**src/hdl/anm_pkg.sv**
```systemverilog
// package for the auto-negotiation config match block
package anm_pkg;
	localparam int unsigned ANM_CFG_W = 16;
	localparam int unsigned ANM_ACK_BIT = 14;
	localparam logic [1:0] ANM_MATCH_CNT = 2'h3;
	localparam logic [15:0] ANM_CFG_RST = 16'h0000;
	localparam logic [1:0] ANM_CNT_RST = 2'h0;
	localparam int unsigned ANM_CLK_MHZ = 100;
	localparam int unsigned ANM_LINK_TIMER_US = 10;
	localparam int unsigned ANM_LINK_TIMER_CYC = ANM_LINK_TIMER_US * ANM_CLK_MHZ;
	localparam logic [15:0] ANM_ACK_MASK = 16'hbfff;

	typedef enum logic [2:0] {
		ANM_ST_RESTART = 3'b000,
		ANM_ST_ABILITY = 3'b001,
		ANM_ST_ACK_DET = 3'b010,
		ANM_ST_CMPL_ACK = 3'b011,
		ANM_ST_IDLE_OUT = 3'b100
	} anm_state_t;

	// one received ordered set: /C/ with its word, or /I/
	typedef struct packed {
		logic cfg_valid;
		logic idle_valid;
		logic [15:0] cfg_word;
	} anm_rx_t;

	// transmit request toward the encoder
	typedef struct packed {
		logic send_cfg;
		logic send_idle;
		logic [15:0] cfg_word;
	} anm_tx_t;
endpackage : anm_pkg

```
**src/hdl/anm_match.sv**
```systemverilog
// config word matching and arbitration for the auto-negotiation receiver
`timescale 1ns/1ns
// Functional notes
// [RL1] both ends exchange a 16-bit ability word; the received word that produced ability match is kept
// [RL2] no ACK transmitted when the matched received word is all zero
// [RL3] any consistent non-zero word, reserved ones too, leads to ACK
// [RL4] ability match ignores bit 14; any other differing bit breaks the match
// [RL5] ACK only after three identical consecutive words, never after one or two
// [RL6] a received idle set restarts the consecutive-word count
// [RL7] a word differing from the run's first restarts the count at one
// [RL8] acknowledge match needs three identical consecutive words with bit 14 set
// [RL9] go to complete-acknowledge only if acked word equals the ability word
// [RL10] inconsistent ACK-set words never reach complete-acknowledge
// [RL11] in complete-acknowledge keep sending word with ACK for link timer
// [RL12] after link timer expiry send idle or a next page
// [RL13] consistency compares ability-matched and ack-matched words ignoring bit 14
// [RL14] a consistency failure restarts auto-negotiation
// [RL15] entering acknowledge-detect sets the transmitted ACK bit
// [RL16] counters step once per received set and clear on restart
module anm_match
	import anm_pkg::*;
#(
	parameter int unsigned LINK_TIMER_CYC = ANM_LINK_TIMER_CYC
) (
	// clock and reset
	input wire logic i_clk_sys,
	input wire logic i_rst_n,
	// control from management
	input wire logic i_an_restart,
	input wire logic [15:0] i_local_cfg,
	input wire logic i_next_page,
	// received ordered sets
	input wire anm_rx_t i_rx,
	// transmit request and status
	output anm_tx_t o_tx,
	output logic o_ability_match,
	output logic o_ack_match,
	output logic o_consist_fail,
	output anm_state_t o_state
);

	// arbitration state
	anm_state_t state_q;
	anm_state_t state_d;

	// ability run: first word of the run and how many matched it
	logic [15:0] ab_first_q;
	logic [15:0] ab_first_d;
	logic [1:0] ab_cnt_q;
	logic [1:0] ab_cnt_d;

	// ack run: exact words with the ack bit set
	logic [15:0] ak_first_q;
	logic [15:0] ak_first_d;
	logic [1:0] ak_cnt_q;
	logic [1:0] ak_cnt_d;

	// word that won ability match, kept for the consistency check
	logic [15:0] ab_word_q;
	logic [15:0] ab_word_d;

	// link timer, wide enough for any sensible timer setting
	logic [31:0] timer_q;
	logic timer_done;

	// decoded match results
	logic ability_match;
	logic ack_match;
	logic consistent;
	logic restart;
	logic clear_runs;

	// outputs
	anm_tx_t tx_q;
	anm_tx_t tx_d;
	logic fail_q;

	// masked compare: the ack bit is the only bit allowed to differ
	function automatic logic same_no_ack(input logic [15:0] a, input logic [15:0] b);
		logic [15:0] am;
		logic [15:0] bm;
		am = a & ANM_ACK_MASK;
		bm = b & ANM_ACK_MASK;
		same_no_ack = (am == bm);
	endfunction : same_no_ack

	// saturating step so a long steady run never wraps back below three
	function automatic logic [1:0] bump(input logic [1:0] c);
		if (c == ANM_MATCH_CNT) begin
			bump = c;
		end else begin
			bump = c + 2'h1;
		end
	endfunction : bump

	assign restart = i_an_restart || (state_q == ANM_ST_RESTART);
	// sets arriving during restart are dropped, so no stale run survives it
	assign clear_runs = restart || i_rx.idle_valid;

	// [RL4] ability run counter
	// [RL6] idle clears run
	// [RL16] one step per set
	always_comb begin
		ab_cnt_d = ab_cnt_q;
		ab_first_d = ab_first_q;
		if (clear_runs) begin
			ab_cnt_d = ANM_CNT_RST;
			ab_first_d = ANM_CFG_RST;
		end else if (i_rx.cfg_valid) begin
			// [RL7] mismatch starts new run
			if (ab_cnt_q != ANM_CNT_RST && same_no_ack(ab_first_q, i_rx.cfg_word)) begin
				ab_cnt_d = bump(ab_cnt_q);
			end else begin
				ab_cnt_d = 2'h1;
				ab_first_d = i_rx.cfg_word;
			end
		end
	end

	always_ff @(posedge i_clk_sys) begin
		if (!i_rst_n) begin
			ab_cnt_q <= ANM_CNT_RST;
			ab_first_q <= ANM_CFG_RST;
		end else begin
			ab_cnt_q <= ab_cnt_d;
			ab_first_q <= ab_first_d;
		end
	end

	// [RL8] ack run counter, exact match with ack set
	always_comb begin
		ak_cnt_d = ak_cnt_q;
		ak_first_d = ak_first_q;
		if (clear_runs) begin
			ak_cnt_d = ANM_CNT_RST;
			ak_first_d = ANM_CFG_RST;
		end else if (i_rx.cfg_valid) begin
			if (!i_rx.cfg_word[ANM_ACK_BIT]) begin
				ak_cnt_d = ANM_CNT_RST;
			end else if (ak_cnt_q != ANM_CNT_RST && ak_first_q == i_rx.cfg_word) begin
				ak_cnt_d = bump(ak_cnt_q);
			end else begin
				ak_cnt_d = 2'h1;
				ak_first_d = i_rx.cfg_word;
			end
		end
	end

	always_ff @(posedge i_clk_sys) begin
		if (!i_rst_n) begin
			ak_cnt_q <= ANM_CNT_RST;
			ak_first_q <= ANM_CFG_RST;
		end else begin
			ak_cnt_q <= ak_cnt_d;
			ak_first_q <= ak_first_d;
		end
	end

	// [RL5] three words needed
	assign ability_match = (ab_cnt_q == ANM_MATCH_CNT);
	assign ack_match = (ak_cnt_q == ANM_MATCH_CNT);
	// [RL13] compare captured words
	assign consistent = same_no_ack(ab_word_q, ak_first_q);

	// [RL1] hold the word that produced ability match
	always_comb begin
		ab_word_d = ab_word_q;
		if (restart) begin
			ab_word_d = ANM_CFG_RST;
		end else if (state_q == ANM_ST_ABILITY && ability_match) begin
			ab_word_d = ab_first_q;
		end
	end

	always_ff @(posedge i_clk_sys) begin
		if (!i_rst_n) begin
			ab_word_q <= ANM_CFG_RST;
		end else begin
			ab_word_q <= ab_word_d;
		end
	end

	always_comb begin
		state_d = state_q;
		case (state_q)
			ANM_ST_RESTART: begin
				state_d = ANM_ST_ABILITY;
			end
			ANM_ST_ABILITY: begin
				// [RL2] zero word never acked
				// [RL3] any non-zero word acked
				if (ability_match && ab_first_q != ANM_CFG_RST) begin
					state_d = ANM_ST_ACK_DET;
				end
			end
			ANM_ST_ACK_DET: begin
				// [RL9] acked word must match
				// [RL10] inconsistent words block
				// [RL14] failure restarts
				if (ack_match && consistent) begin
					state_d = ANM_ST_CMPL_ACK;
				end else if (ack_match) begin
					state_d = ANM_ST_RESTART;
				end
			end
			ANM_ST_CMPL_ACK: begin
				// [RL12] timer expiry ends acking
				if (timer_done) begin
					state_d = ANM_ST_IDLE_OUT;
				end
			end
			ANM_ST_IDLE_OUT: begin
				state_d = ANM_ST_IDLE_OUT;
			end
			default: begin
				state_d = ANM_ST_RESTART;
			end
		endcase
		if (i_an_restart) begin
			state_d = ANM_ST_RESTART;
		end
	end

	always_ff @(posedge i_clk_sys) begin
		if (!i_rst_n) begin
			state_q <= ANM_ST_RESTART;
		end else begin
			state_q <= state_d;
		end
	end

	// expiry flagged one count early so the state stays exactly the timer span
	assign timer_done = (timer_q >= LINK_TIMER_CYC - 1);

	// [RL11] link timer runs in complete-acknowledge only
	always_ff @(posedge i_clk_sys) begin
		if (!i_rst_n || state_q != ANM_ST_CMPL_ACK) begin
			timer_q <= 32'h0;
		end else begin
			timer_q <= timer_q + 32'h1;
		end
	end

	// consistency failure flag, one cycle per failed acknowledgement
	always_ff @(posedge i_clk_sys) begin
		if (!i_rst_n) begin
			fail_q <= 1'b0;
		end else begin
			fail_q <= (state_q == ANM_ST_ACK_DET) && ack_match && !consistent;
		end
	end

	// [RL15] ack bit from acknowledge-detect onward
	// [RL11] ack kept through complete-acknowledge
	// [RL12] then idle, or a next page if one is pending
	// built from the next state so the word changes on the same edge as the state
	always_comb begin
		tx_d = '0;
		case (state_d)
			ANM_ST_RESTART: begin
				tx_d.send_cfg = 1'b1;
				tx_d.send_idle = 1'b0;
				tx_d.cfg_word = ANM_CFG_RST;
			end
			ANM_ST_ABILITY: begin
				tx_d.send_cfg = 1'b1;
				tx_d.send_idle = 1'b0;
				tx_d.cfg_word = i_local_cfg & ANM_ACK_MASK;
			end
			ANM_ST_ACK_DET, ANM_ST_CMPL_ACK: begin
				tx_d.send_cfg = 1'b1;
				tx_d.send_idle = 1'b0;
				tx_d.cfg_word = i_local_cfg | ~ANM_ACK_MASK;
			end
			ANM_ST_IDLE_OUT: begin
				// next page content is supplied by the page logic on i_local_cfg
				if (i_next_page) begin
					tx_d.send_cfg = 1'b1;
					tx_d.send_idle = 1'b0;
					tx_d.cfg_word = i_local_cfg & ANM_ACK_MASK;
				end else begin
					tx_d.send_cfg = 1'b0;
					tx_d.send_idle = 1'b1;
					tx_d.cfg_word = ANM_CFG_RST;
				end
			end
			default: begin
				tx_d = '0;
			end
		endcase
	end

	always_ff @(posedge i_clk_sys) begin
		if (!i_rst_n) begin
			tx_q <= '0;
		end else begin
			tx_q <= tx_d;
		end
	end

	assign o_tx = tx_q;
	assign o_ability_match = ability_match;
	assign o_ack_match = ack_match;
	assign o_consist_fail = fail_q;
	assign o_state = state_q;

endmodule : anm_match

```
**config.mk**
```make
export PLATFORM = sky130hd
export DESIGN_NAME = anm_match
export DESIGN_NICKNAME = d
export VERILOG_FILES = /design/src/hdl/anm_pkg.sv /design/src/hdl/anm_match.sv
export SDC_FILE = /design/constraint.sdc
export NUM_CORES = 1
export LEC_CHECK = 0
export BUFFER_PORTS_ARGS = -buffer_cell sky130_fd_sc_hd__buf_2
export CAP_MARGIN = 20
export CELL_PAD_IN_SITES_DETAIL_PLACEMENT = 0
export CELL_PAD_IN_SITES_GLOBAL_PLACEMENT = 1
export CORE_MARGIN = 5
export CORE_UTILIZATION = 39
export CTS_CLUSTER_SIZE = 28
export DETAILED_ROUTE_END_ITERATION = 8
export PLACE_DENSITY_LB_ADDON = 0.1
export SYNTH_ARGS = -nofsm -noshare
export SYNTH_HDL_FRONTEND = slang
export SYNTH_SLANG_ARGS = --single-unit
```
**constraint.sdc**
```tcl
create_clock -name i_clk_sys -period 2.2 [get_ports i_clk_sys]
set_clock_uncertainty 0.05 [all_clocks]
set_input_delay 0.33 -clock i_clk_sys [delete_from_list [all_inputs] [get_ports i_clk_sys]]
set_output_delay 0.33 -clock i_clk_sys [all_outputs]
set_load 0.02 [all_outputs]
```
# After elaboration in Yosys (flattened, before gate mapping)
# Cells that the tools add are included.
[totals]
regBits = 106
in_bits = 38
word_cells = 71
output_inout_bits = 24
[classes]
order_cmp = 1
add_sub_neg = 3
bitwise = 3
mux = 13
n_eq_ne = 16
reduce_logical = 24
[ops]
columns = ["op", "n"]
rows = [
  ["$pmux W18 S4", 1],
  ["$add A32 B1 Y32 const B", 1],
  ["$ge A32 B10 Y1 const B", 1],
  ["$eq A15 B15 Y1", 2],
  ["$mux W18", 1],
  ["$eq A16 B16 Y1", 1],
  ["$reduce_bool A16 Y1", 1],
  ["$mux W3", 5],
  ["$pmux W3 S5", 1],
  ["$eq A3 B2 Y1 const B", 4],
  ["$mux W2", 5],
  ["$logic_and A1 B1 Y1", 7],
  ["$eq A3 B1 Y1 const B", 2],
  ["$eq A3 B3 Y1 const B", 2],
  ["$logic_not A3 Y1", 2],
  ["$reduce_and A2 Y1", 3],
  ["$reduce_or A2 Y1", 3],
  ["$add A2 B1 Y2 const B", 2],
  ["$eq A2 B2 Y1 const B", 2],
  ["$reduce_bool A2 Y1", 2],
  ["$logic_or A1 B1 Y1", 3],
  ["$ne A3 B2 Y1 const B", 1],
  ["$ne A3 B3 Y1 const B", 1],
  ["$not A1 Y1", 3],
  ["other kinds (3)", 4],
]

# Depth between registers and ports, before layout
# Gate-level depths: netlist (run 1).
[logic_depth]
ltp_word = 8
ltp_mapped = 9
ltp_nobuf = 7

# Worst setup path after synthesis (run 1)
# No wires, ideal clock.
[synth_path]
path_type = "reg-to-reg"
start = "reg state_q[1], in the netlist o_state[1]"
end = "reg tx_q, in the netlist o_tx[10]"
required_ns = 2.016
n_path_buf = 3
t_arrival_ns = 1.990
setup_time_ns = 0.134
path_stages_with_launch = 10
synth_period_minus_slack_ns = 2.174
path_slack_ns = 0.026
cell_sequence = "dfxtp_1 -> clkbuf_1 -> nor2_1 -> and3_1 -> clkbuf_1 -> a2bb2oi_1 -> o21ai_0 -> nor2_1 -> clkbuf_1 -> o22ai_1"
[synth_between]
elab_chain_len = 7
elab_cells_between_ends = 18
classes_between = "eq/ne (8); mux (7); reduce/logical (3)"
[synth_rtl]
columns = ["element", "line_no", "text"]
rows = [
  ["start: declaration", "anm_match.sv:43", "anm_state_t state_q;"],
  ["start signal: assignment", "anm_match.sv:228", "state_q <= state_d;"],
  ["$mux W3", "anm_match.sv:202", "end else if (ack_match) begin"],
  ["$mux W3", "anm_match.sv:200", "if (ack_match && consistent) begin"],
  ["$pmux W3 S5 (*)", "anm_match.sv:185", "case (state_q)"],
  ["$mux W3 (*)", "anm_match.sv:219", "if (i_an_restart) begin"],
  ["$eq A3 B2 Y1", "anm_match.sv:259", "case (state_d)"],
  ["$reduce_or A2 Y1", "anm_match.sv:259", ""],
  ["$pmux W18 S4 (*)", "anm_match.sv:259", ""],
  ["end signal: assignment", "anm_match.sv:297", "tx_q <= tx_d;"],
  ["end: declaration", "anm_match.sv:74", "anm_tx_t tx_q;"],
]
# Mark *: on every way between the ends. The rest lies on a longest branch, timed or not.
# A chain may end at the register's enable or synchronous reset.

# Final worst setup path (run 1)
[layout_path]
start = "reg timer_q[7]"
end = "reg timer_q[31]"
[layout_between]
elab_chain_len = 1
[layout_rtl]
columns = ["element", "line_no", "text"]
rows = [
  ["start: declaration", "anm_match.sv:63", "logic [31:0] timer_q;"],
  ["start signal: assignment", "anm_match.sv:240", "timer_q <= timer_q + 32'h1;"],
  ["$add A32 B1 Y32", "anm_match.sv:240", ""],
]
# No other way between the ends.

==> run_results.csv, run 1 <==
group,metric,value,unit
outcome,outcome,"finished clean",
setup_path,critPathLaunchType,"flop",
clocking,root_buffer,"clkbuf_16",
grt,grt_overflow_total,0,
setup_path,cp_top_family,"simple AND/OR/NAND/NOR gates",
floorplanning,die_area,14400,µm²
grt,track_usage,17.4,%
setup_path,slowest_delay,0.62,ns
floorplanning,core_area,11900,µm²
route,final_antenna_net_count,0,
setup_path,crit_chain,"nand3_2 -> or3_4 -> or4_4 -> nor4_4 -> xnor2_1 -> nor2_1",
synthesis,synthTopCellsByArea,"dfxtp_1 (45%), xor2_1 (8.0%), nand2_1 (7.8%), xnor2_1 (5.8%), nor2_1 (5.1%)",
route,wl_per_cell,14.9,µm
floorplanning,row_count,40,
synthesis,syn_nets,604,
min_path,hp-start,"i_local_cfg[8]",
synthesis,synth_cells,561,
synthesis,syn-cell-area,4720,µm²
floorplanning,io_pins,62,
route,drt-pass1-iter-count,5,
clocking,cts_made_buffers,9,
synthesis,synthArstFlopShare,0,%
route,vias_per_cell,5.04,
timing,final.period_utilization,95.7,%
synthesis,synthMuxAreaShare,3.18,%
clocking,clk_latency,0.35,ns
synthesis,synth_top_family_by_area,"simple AND/OR/NAND/NOR gates",
pwr,powerDensity,669,nW/µm²
placed_design,place.gp.congestion,0.844,
pwr,ir_worst_vdd,0.000429,V
timing,timing_hold_violations_final,0,
setup_path,r2r_start,"timer_q[7]",
grt,first_global_vias,3872,
synthesis,yosysTopAreaCell,"dfxtp_1",
timing,setup_viol,0,
setup_path,cp.required,2.39,ns
setup_path,reg2reg_to,"timer_q[31]",
setup_path,reg2regPathDepth,6,
finish,drive_gt1_share,19.8,%
finish,diodes,0,
timing,fin_tns_setup,0,ns
setup_path,critPathCapture,"timer_q[31]",
timing,finalMaxSlewViolations,0,
synthesis,synthXorXnorAreaFrac,13.7,%
route,dr.first_iter.drc_count,320,
setup_path,cp.arrival,2.29,ns
setup_path,crit_buf_inv,0,
clocking,cts_tree,"built",
floorplanning,initial_core_util,39.6,%
synthesis,synth-compound-area-share,9.25,%
route,drc,0,
pwr,design_power_total,3.86,mW
clocking,cts_hold_buf,0,
placed_design,portBuffers,60,
min_path,hold_class,"in2reg",
setup_path,ff2ff_setup_slack,0.09,ns
clocking,clock_path_buffers,2,
clocking,cts.sinks,105,
setup_path,critPathSlowestCell,"or4_4",
floorplanning,die_y,120,µm
synthesis,yosys_warnings,0,
timing,max_freq,475,MHz
synthesis,yosys-top-cells-count,"dfxtp_1 (105), nand2_1 (98), nor2_1 (64)",
route,vias,4028,
synthesis,synth_top_cell_area_share,44.6,%
timing,rsz0062_at_grt,"no",
grt,antenna_found_initial,0,
grt,grt_max_degree,33,
finish,fin_nets,691,
run,cap_violations,0,
synthesis,yosys.area_share.simple,24.9,%
synthesis,ys_seq_elements,105,
timing,period_needed,2.11,ns
synthesis,synth_edf_count,0,
clocking,clk_transition_reported_paths,0.07,ns
grt,grt_pass1_wl,19.7,mm
clocking,cts_setup_buffers,0,
clocking,htreeDepth,3,
timing,max_slew_margin,66.8,%
setup_path,cp.depth,6,
synthesis,yosysSeqAreaShare,44.6,%
timing,worst_slew_pin_slew,0.493,ns
synthesis,syn_avg_cell_area,8.41,µm²
placed_design,hpwl,8.70,mm
synthesis,ys_types,46,
setup_path,crit_fanout,7,
finish,syn_to_final_growth,22.3,%
synthesis,synth_most_common_cell,"dfxtp_1",
synthesis,synth-main-ff-cell,"dfxtp_1",
route,drt-total-wl,11.9,mm
setup_path,cp-end-kind,"flop",
pwr,leakage,2.28,nW
setup_path,path_class,"reg2reg",
synthesis,synth_adder_area_share,1.33,%
floorplanning,die_width,120,µm
setup_path,crit_path_start,"timer_q[7]",
-- sequential cells by signal, summed over array words and instances (netlist names) --
register	count
ab_word_q	15
ak_first_q	16
o_state	3
timer_q	32
ab_first_q	16
ak_cnt_q	2
o_consist_fail	1
o_tx	18
ab_cnt_q	2
-- report_power, final --
group	switching, mW	internal, mW	total, mW
combinational	0.132	0.0957	0.228
clock	0.713	0.996	1.71
sequential	0.00713	1.92	1.92
-- worst min path at each step --
stage	endpoint	depth (start not counted)
2_1_floorplan	timer_q[0]	1
3_3_place_gp	timer_q[0]	1
3_5_place_dp	ab_first_q[14]	2
4_1_cts	o_tx[12]	3
5_1_grt	o_tx[11]	3
6_report	o_tx[8]	3
-- area by class of cell --
cell class | instances | area, µm²
clock buffer | 11 | 233
tap | 147 | 184
timing repair buffer | 101 | 633
fill | 1167 | 6140
multi-input combinational | 420 | 2490
sequential | 105 | 2100
clock inverter | 5 | 80.1
inverter | 11 | 41.3
-- through the flow --
stage          util, %  hold WS [ns]  instance area, µm²  worst slack [ns]  std cells
6_report          48.4         0.188                5770            0.0945        800
5_1_grt           48.4         0.178                5770           0.00140        800
4_1_cts           48.3         0.175                5760            0.0479        800
3_5_place_dp      45.7         0.399                5440            -0.236        784
3_3_place_gp      45.7         0.394                5440            -0.181        784
2_1_floorplan        -         0.380                4720            0.0264        561
-- placed cells by master, fill, tap and decap left out, types with 2 or more instances in the layout --
master and instances:
and3_1 6, mux2i_1 15, nand2_1 98, dfxtp_1 103, buf_2 60, a21oi_1 35, bufinv_16 2, xnor2_1 31
o21a_1 2, clkbuf_16 9, or2_2 2, ha_1 5, o22ai_1 15, or3_1 2, nor2_1 63, nand3_2 2
inv_1 11, buf_4 39, dfxtp_2 2, nand3_1 27, nor3_1 8, nand4_1 12, xor2_1 43, clkinvlp_4 2
buf_12 2, o21ai_0 6, nor4_1 18, clkbuf_1 2, and2_1 5
-- kinds of logic (layout without fill, tap and decap cells) --
kind of cell | Yosys count | in the layout
AND/OR/NAND/NOR | 253 | 253
flip-flops | 105 | 105
buffers and inverters | 36 | 128
adder cells (fa/ha/maj) | 5 | 5
multiplexers | 15 | 15
XOR/XNOR | 74 | 74
AO/OA/AOI/OAI | 73 | 73
-- routing by layer --
metal | track usage [%] | up-vias | wire, µm
li1 | - | 2081 | -
met1 | 23.4 | 1846 | 5900
met2 | 26.4 | 79 | 5080
met3 | 5.70 | 22 | 693
met4 | 5.51 | 0 | 213
met5 | 0 | - | 0
-- worst reg2reg max path: stages, from the launching register on --
cell     delay, ns
dfxtp_2       0.35
nand3_2       0.11
or3_4         0.42
or4_4         0.62
nor4_4        0.25
xnor2_1       0.14
nor2_1        0.05
-- repair_timing --
item	4_1_cts	5_1_grt
endpoints found under the setup margin	15	19
gates resized for setup	1	5
pin swaps	0	1
Power figures use the tool's default switching activity.
==> run 2: changes to the inputs <==
--- a/config.mk
+++ b/config.mk
@@ -5,12 +5,13 @@
 export SDC_FILE = /design/constraint.sdc
 export NUM_CORES = 1
 export LEC_CHECK = 0
+export ABC_AREA = 1
 export BUFFER_PORTS_ARGS = -buffer_cell sky130_fd_sc_hd__buf_2
 export CAP_MARGIN = 20
 export CELL_PAD_IN_SITES_DETAIL_PLACEMENT = 0
 export CELL_PAD_IN_SITES_GLOBAL_PLACEMENT = 1
 export CORE_MARGIN = 5
-export CORE_UTILIZATION = 39
+export CORE_UTILIZATION = 37
 export CTS_CLUSTER_SIZE = 28
 export DETAILED_ROUTE_END_ITERATION = 8
 export PLACE_DENSITY_LB_ADDON = 0.1
==> run 2 against run 1 <==
  * Area after synthesis grew 9.1%
  * Register-to-register slack gained 0.18 ns
  * Count of clock-buffer cells in the layout shrank 1
  * Fmax grew 9.6%
  * Global-route usage shrank 0.74 points
  * Power shrank 1.5%
  * First-iteration DRC count shrank 13%
  * Critical path type unchanged
  * Largest power group unchanged
==> run_results.csv, run 2 <==
group,metric,value,unit
clocking,root_buffer,"clkbuf_16",
timing,worst_slew_pin_slew,0.447,ns
setup_path,crit_fanout,4,
floorplanning,die_width,128,µm
route,drt-total-wl,12.9,mm
setup_path,crit_chain,"ha_1 -> nand2_1 -> inv_2 -> nand2_2 -> nor2_2 -> nand3_1 -> nor2_1 -> nand2_1 -> nor3_1 -> nand3_1 -> nor2_1 -> nor2_1",
synthesis,synth_edf_count,0,
floorplanning,initial_core_util,37.4,%
synthesis,syn_nets,798,
min_path,hold_class,"in2reg",
clocking,cts_setup_buffers,0,
timing,final.period_utilization,87.3,%
setup_path,cp.required,2.40,ns
synthesis,syn-cell-area,5150,µm²
clocking,cts.sinks,105,
floorplanning,row_count,43,
synthesis,syn_avg_cell_area,6.82,µm²
synthesis,synthTopCellsByArea,"dfxtp_1 (41%), nand2_1 (12%), nor2_1 (9.6%), inv_1 (7.9%), o21ai_0 (3.9%)",
min_path,hold_path_depth,2,
setup_path,cp.arrival,2.12,ns
finish,final_cell_mix,"nand2_1 (164), nor2_1 (131), inv_1 (109)",
setup_path,slowest_delay,0.36,ns
timing,period_needed,1.92,ns
finish,drive_gt1_share,14.6,%
clocking,cts_tree,"built",
finish,nFillCells,1491,
route,drt-pass1-iter-count,4,
placed_design,placed_cells,987,
clocking,clock_path_buffers,2,
grt,grt_max_degree,34,
finish,stdcell_count,1003,
timing,max_slew_margin,69.9,%
placed_design,portBuffers,60,
setup_path,cp-end-kind,"flop",
synthesis,yosysSeqAreaShare,40.8,%
synthesis,yosys_warnings,0,
clocking,cts-resized-gates,0,
floorplanning,die_y,128,µm
synthesis,synth_cells,755,
route,wl_per_cell,12.8,µm
finish,layout.cells.most_common,"nand2_1",
grt,antenna_found_initial,0,
route,final_antenna_net_count,0,
grt,grt_pass1_wl,21.9,mm
finish,syn_to_final_growth,16.0,%
setup_path,cp.depth,12,
setup_path,path_class,"reg2reg",
clocking,clk_latency,0.35,ns
timing,max_freq,521,MHz
timing,finalMaxSlewViolations,0,
setup_path,cpMostUsedCell,"nor2_1",
placed_design,place.gp.congestion,0.811,
synthesis,ys_seq_elements,105,
synthesis,yosysTopAreaCell,"dfxtp_1",
floorplanning,core_area,13800,µm²
setup_path,critPathLaunchType,"flop",
finish,fin_util,43.4,%
synthesis,synth_most_common_cell,"nand2_1",
synthesis,ys_types,41,
pwr,leakage,2.65,nW
timing,timing_hold_violations_final,0,
setup_path,reg2regPathDepth,12,
route,vias_per_cell,4.63,
synthesis,synth_top_cell_area_share,40.8,%
finish,regMostFlops,"timer_q",
setup_path,crit_buf_inv,1,
floorplanning,io_pins,62,
pwr,ir_worst_vdd,0.000379,V
route,vias,4644,
pwr,powerDensity,637,nW/µm²
placed_design,hpwl,9.70,mm
finish,fin_nets,861,
setup_path,cp_top_family,"simple AND/OR/NAND/NOR gates",
synthesis,synthArstFlopShare,0,%
finish,largest_reg_flops,32,
timing,fin_tns_setup,0,ns
finish,diodes,0,
clocking,cts_made_buffers,9,
grt,first_global_vias,4626,
synthesis,synth-main-ff-cell,"dfxtp_1",
run,cap_violations,0,
route,dr.first_iter.drc_count,278,
timing,rsz0062_at_grt,"no",
grt,grt_overflow_total,0,
outcome,outcome,"finished clean",
route,drc,0,
clocking,clk_transition_reported_paths,0.07,ns
clocking,htreeDepth,3,
grt,track_usage,16.7,%
floorplanning,die_area,16400,µm²
timing,setup_viol,0,
synthesis,yosys-top-cells-count,"nand2_1 (164), nor2_1 (131), inv_1 (109)",
setup_path,critPathSlowestCell,"dfxtp_1",
clocking,cts_hold_buf,0,
run 2: cell types whose count changed in the layout (fill, tap and decap cells not counted), moves of 12 or more:
cell,delta
buf_4,-33
nor2_1,+68
nand2_1,+66
xor2_1,-35
inv_1,+98
mux2i_1,-15
nor4_1,-16
xnor2_1,-18
o22ai_1,-13
o21ai_0,+34
a211oi_1,+12
run 2: cells by family (layout without fill, tap and decap cells):
kind of cell | after synthesis | count (layout) | share of synthesized area [%]
and+or+nand+nor | 382 | 382 | 32.5
DFF | 105 | 105 | 40.8
AOI/OAI and AO/OA | 106 | 106 | 11.3
buffers and inverters | 136 | 204 | 10.6
adders and majority gates | 5 | 5 | 1.22
xor gates and xnor gates | 21 | 21 | 3.57
run 2: final cells by class:
cell class | count | area (µm²) | area share [%]
flip-flops and latches | 105 | 2100 | 35.2
repair buffers | 68 | 385 | 6.45
clock inverters | 6 | 67.6 | 1.13
inverters | 120 | 450 | 7.54
multi-input cells | 514 | 2500 | 41.9
well taps | 180 | 225 | 3.77
clock buffers | 10 | 239 | 4.00
run 2: worst paths after layout:
| path | from | endpoint | slack [ns] |
|---|---|---|---|
| worst min-delay path | i_next_page | o_tx[16] | 0.13 |
| worst max register to register | timer_q[0] | timer_q[24] | 0.28 |
| worst min register to register | timer_q[0] | timer_q[0] | 0.41 |
| worst max-delay path | timer_q[0] | timer_q[24] | 0.28 |
run 2: where the power goes:
group	leakage, nW	internal [mW]	switching (mW)
logic	1.66	0.0805	0.144
registers	0.848	1.92	0.00843
clock network	0.145	0.916	0.738
run 2: worst register-to-register path, cell delays in order (launching register included):
cell and delay (ns):
dfxtp_1 0.36, ha_1 0.17, nand2_1 0.09, inv_2 0.07, nand2_2 0.07, nor2_2 0.10, nand3_1 0.10, nor2_1 0.14
nand2_1 0.11, nor3_1 0.26, nand3_1 0.13, nor2_1 0.11, nor2_1 0.04
run 2: metal layers:
metal	vias to the layer above	global-route usage, %	wire length [µm]
met4	0	5.68	221
li1	2491	-	-
met1	2073	21.4	6240
met5	-	0	0
met3	15	3.62	431
met2	65	27.7	5960
run 2: through the flow:
| step | worst slack, ns | cell area [µm²] | hold WS [ns] | total power [mW] |
|---|---|---|---|---|
| 2_1_floorplan | 0.573 | 5150 | 0.359 | 2.10 |
| 3_3_place_gp | 0.299 | 5670 | 0.378 | 2.19 |
| 3_5_place_dp | 0.287 | 5670 | 0.400 | 2.20 |
| 4_1_cts | 0.276 | 5970 | 0.119 | 3.86 |
| 5_1_grt | 0.00839 | 5970 | 0.123 | 3.96 |
| 6_report | 0.279 | 5970 | 0.132 | 3.80 |
==> run 3: changes to the inputs <==
--- a/config.mk
+++ b/config.mk
@@ -6,7 +6,7 @@
 export NUM_CORES = 1
 export LEC_CHECK = 0
 export ABC_AREA = 1
-export BUFFER_PORTS_ARGS = -buffer_cell sky130_fd_sc_hd__buf_2
+export BUFFER_PORTS_ARGS = -buffer_cell sky130_fd_sc_hd__clkbuf_2
 export CAP_MARGIN = 20
 export CELL_PAD_IN_SITES_DETAIL_PLACEMENT = 0
 export CELL_PAD_IN_SITES_GLOBAL_PLACEMENT = 1
==> run 3 against run 2 <==
  * Wire length shrank 0.16%
  * Power grew 2.6%
  * Cell count is essentially flat
  * Setup slack gained 0.0050 ns
  * Hold slack gained 0.0035 ns
  * Highest routed layer unchanged
  * Clock power grew 6%
  * Sequential cell count is the same
==> run_results.csv, run 3 (synthesis gave the netlist of run 2 again) <==
group,metric,value,unit
outcome,outcome,"finished clean",
timing,timing_hold_violations_final,0,
placed_design,placed_cells,988,
pwr,powerDensity,652,nW/µm²
finish,multi_input_area,2500,µm²
finish,finalInstanceArea,5980,µm²
run,cap_violations,0,
setup_path,cp-end-kind,"flop",
timing,max_slew_margin,70.9,%
timing,hold_slack,0.136,ns
clocking,htreeDepth,3,
timing,worst_slew_pin_slew,0.434,ns
finish,fin_nets,862,
floorplanning,die_width,128,µm
finish,syn_to_final_growth,16.1,%
clocking,cts_setup_buffers,0,
finish,layout.cells.most_common,"nand2_1",
finish,nFillCells,1505,
timing,fin_ws,0.284,ns
route,dr.first_iter.drc_count,209,
setup_path,crit_buf_inv,2,
floorplanning,core_area,13800,µm²
floorplanning,row_count,43,
setup_path,crit_fanout,4,
grt,grt_overflow_total,0,
timing,final.period_utilization,87.1,%
setup_path,crit_chain,"ha_1 -> nand2_1 -> inv_2 -> nand2_2 -> nor2_2 -> nand2_1 -> nor2_4 -> nand2_2 -> nor2_4 -> inv_2 -> nor3_1 -> nor3b_2",
grt,antenna_found_initial,0,
timing,finalMaxSlewViolations,0,
pwr,design_power_total,3.90,mW
route,drc,0,
min_path,hp-start,"i_next_page",
placed_design,place_ws,0.267,ns
route,vias,4651,
timing,max_freq,522,MHz
grt,track_usage,16.2,%
setup_path,path_class,"reg2reg",
floorplanning,die_area,16400,µm²
finish,regArea,2100,µm²
clocking,cts_made_buffers,9,
pwr,leakage,2.65,nW
clocking,root_buffer,"clkbuf_16",
finish,final_cell_mix,"nand2_1 (164), nor2_1 (131), inv_1 (109)",
floorplanning,io_pins,62,
placed_design,hpwl,9.61,mm
clocking,clk_latency,0.35,ns
floorplanning,initial_core_util,37.4,%
clocking,cts-resized-gates,0,
timing,setup_viol,0,
setup_path,r2r_start,"timer_q[0]",
finish,fin_util,43.4,%
grt,grt_max_degree,34,
clocking,clock_path_buffers,2,
finish,stdcell_count,1002,
placed_design,place.gp.congestion,0.805,
min_path,hold_class,"in2reg",
pwr,ir_worst_vdd,0.000344,V
timing,period_needed,1.92,ns
setup_path,cp.required,2.38,ns
placed_design,portBuffers,60,
setup_path,critPathSlowestCell,"dfxtp_1",
grt,first_global_vias,4507,
setup_path,slowest_delay,0.36,ns
setup_path,critPathLaunchType,"flop",
timing,fin_tns_setup,0,ns
timing,rsz0062_at_grt,"no",
placed_design,dpl-instance-area,5660,µm²
setup_path,cp.arrival,2.09,ns
finish,largest_reg_flops,32,
setup_path,crit_path_start,"timer_q[0]",
route,final_antenna_net_count,0,
clocking,cts_hold_buf,0,
clocking,cts.sinks,105,
route,wl_per_cell,12.8,µm
finish,diodes,0,
grt,grt_pass1_wl,21.2,mm
finish,regMostFlops,"timer_q",
route,drt-pass1-iter-count,4,
route,vias_per_cell,4.64,
setup_path,cp_top_family,"simple AND/OR/NAND/NOR gates",
floorplanning,die_y,128,µm
route,drt-total-wl,12.8,mm
finish,drive_gt1_share,14.5,%
clocking,clk_transition_reported_paths,0.07,ns
clocking,cts_tree,"built",
[run 3: changes by cell type in the layout (fill, tap and decap cells not counted), moves of 2 or more]
cell        change
clkinvlp_4      -2
buf_4           +2
clkinv_4        -2
buf_2          -60
clkbuf_2       +60
[run 3: worst reg2reg max path, cell delays in order, from the launching register on]
cell,delay [ns]
dfxtp_1,0.36
ha_1,0.18
nand2_1,0.08
inv_2,0.07
nand2_2,0.07
nor2_2,0.10
nand2_1,0.15
nor2_4,0.18
nand2_2,0.08
nor2_4,0.15
inv_2,0.07
nor3_1,0.19
nor3b_2,0.07
[run 3: worst paths after layout]
kind | endpoint | slack, ns | cells past startpoint
min reg2reg | timer_q[0] | 0.40 | 1
max reg2reg | timer_q[30] | 0.28 | 12
max | timer_q[30] | 0.28 | 12
min | o_tx[16] | 0.14 | 2
[run 3: final cells by class]
| cell class | instances | share of cell area (%) |
|---|---|---|
| tap | 180 | 3.77 |
| multi-input combinational | 514 | 41.9 |
| sequential | 105 | 35.2 |
| inverter | 120 | 7.53 |
| timing repair buffer | 69 | 6.36 |
| clock buffer | 11 | 4.23 |
| clock inverter | 3 | 1.09 |
[run 3: metal layers]
metal  share of wire (%)  track usage, %  up-vias
met1                  47            20.3     2079
li1                    -               -     2490
met2                  47            27.4       68
met4                 1.5            4.06        0
met3                 3.8            4.54       14
met5                   0               0        -
[run 3: power breakdown]
part           internal (mW)  switching (mW)
logic                 0.0799           0.144
registers               1.92         0.00890
clock network           1.05           0.705
total                   3.04           0.858
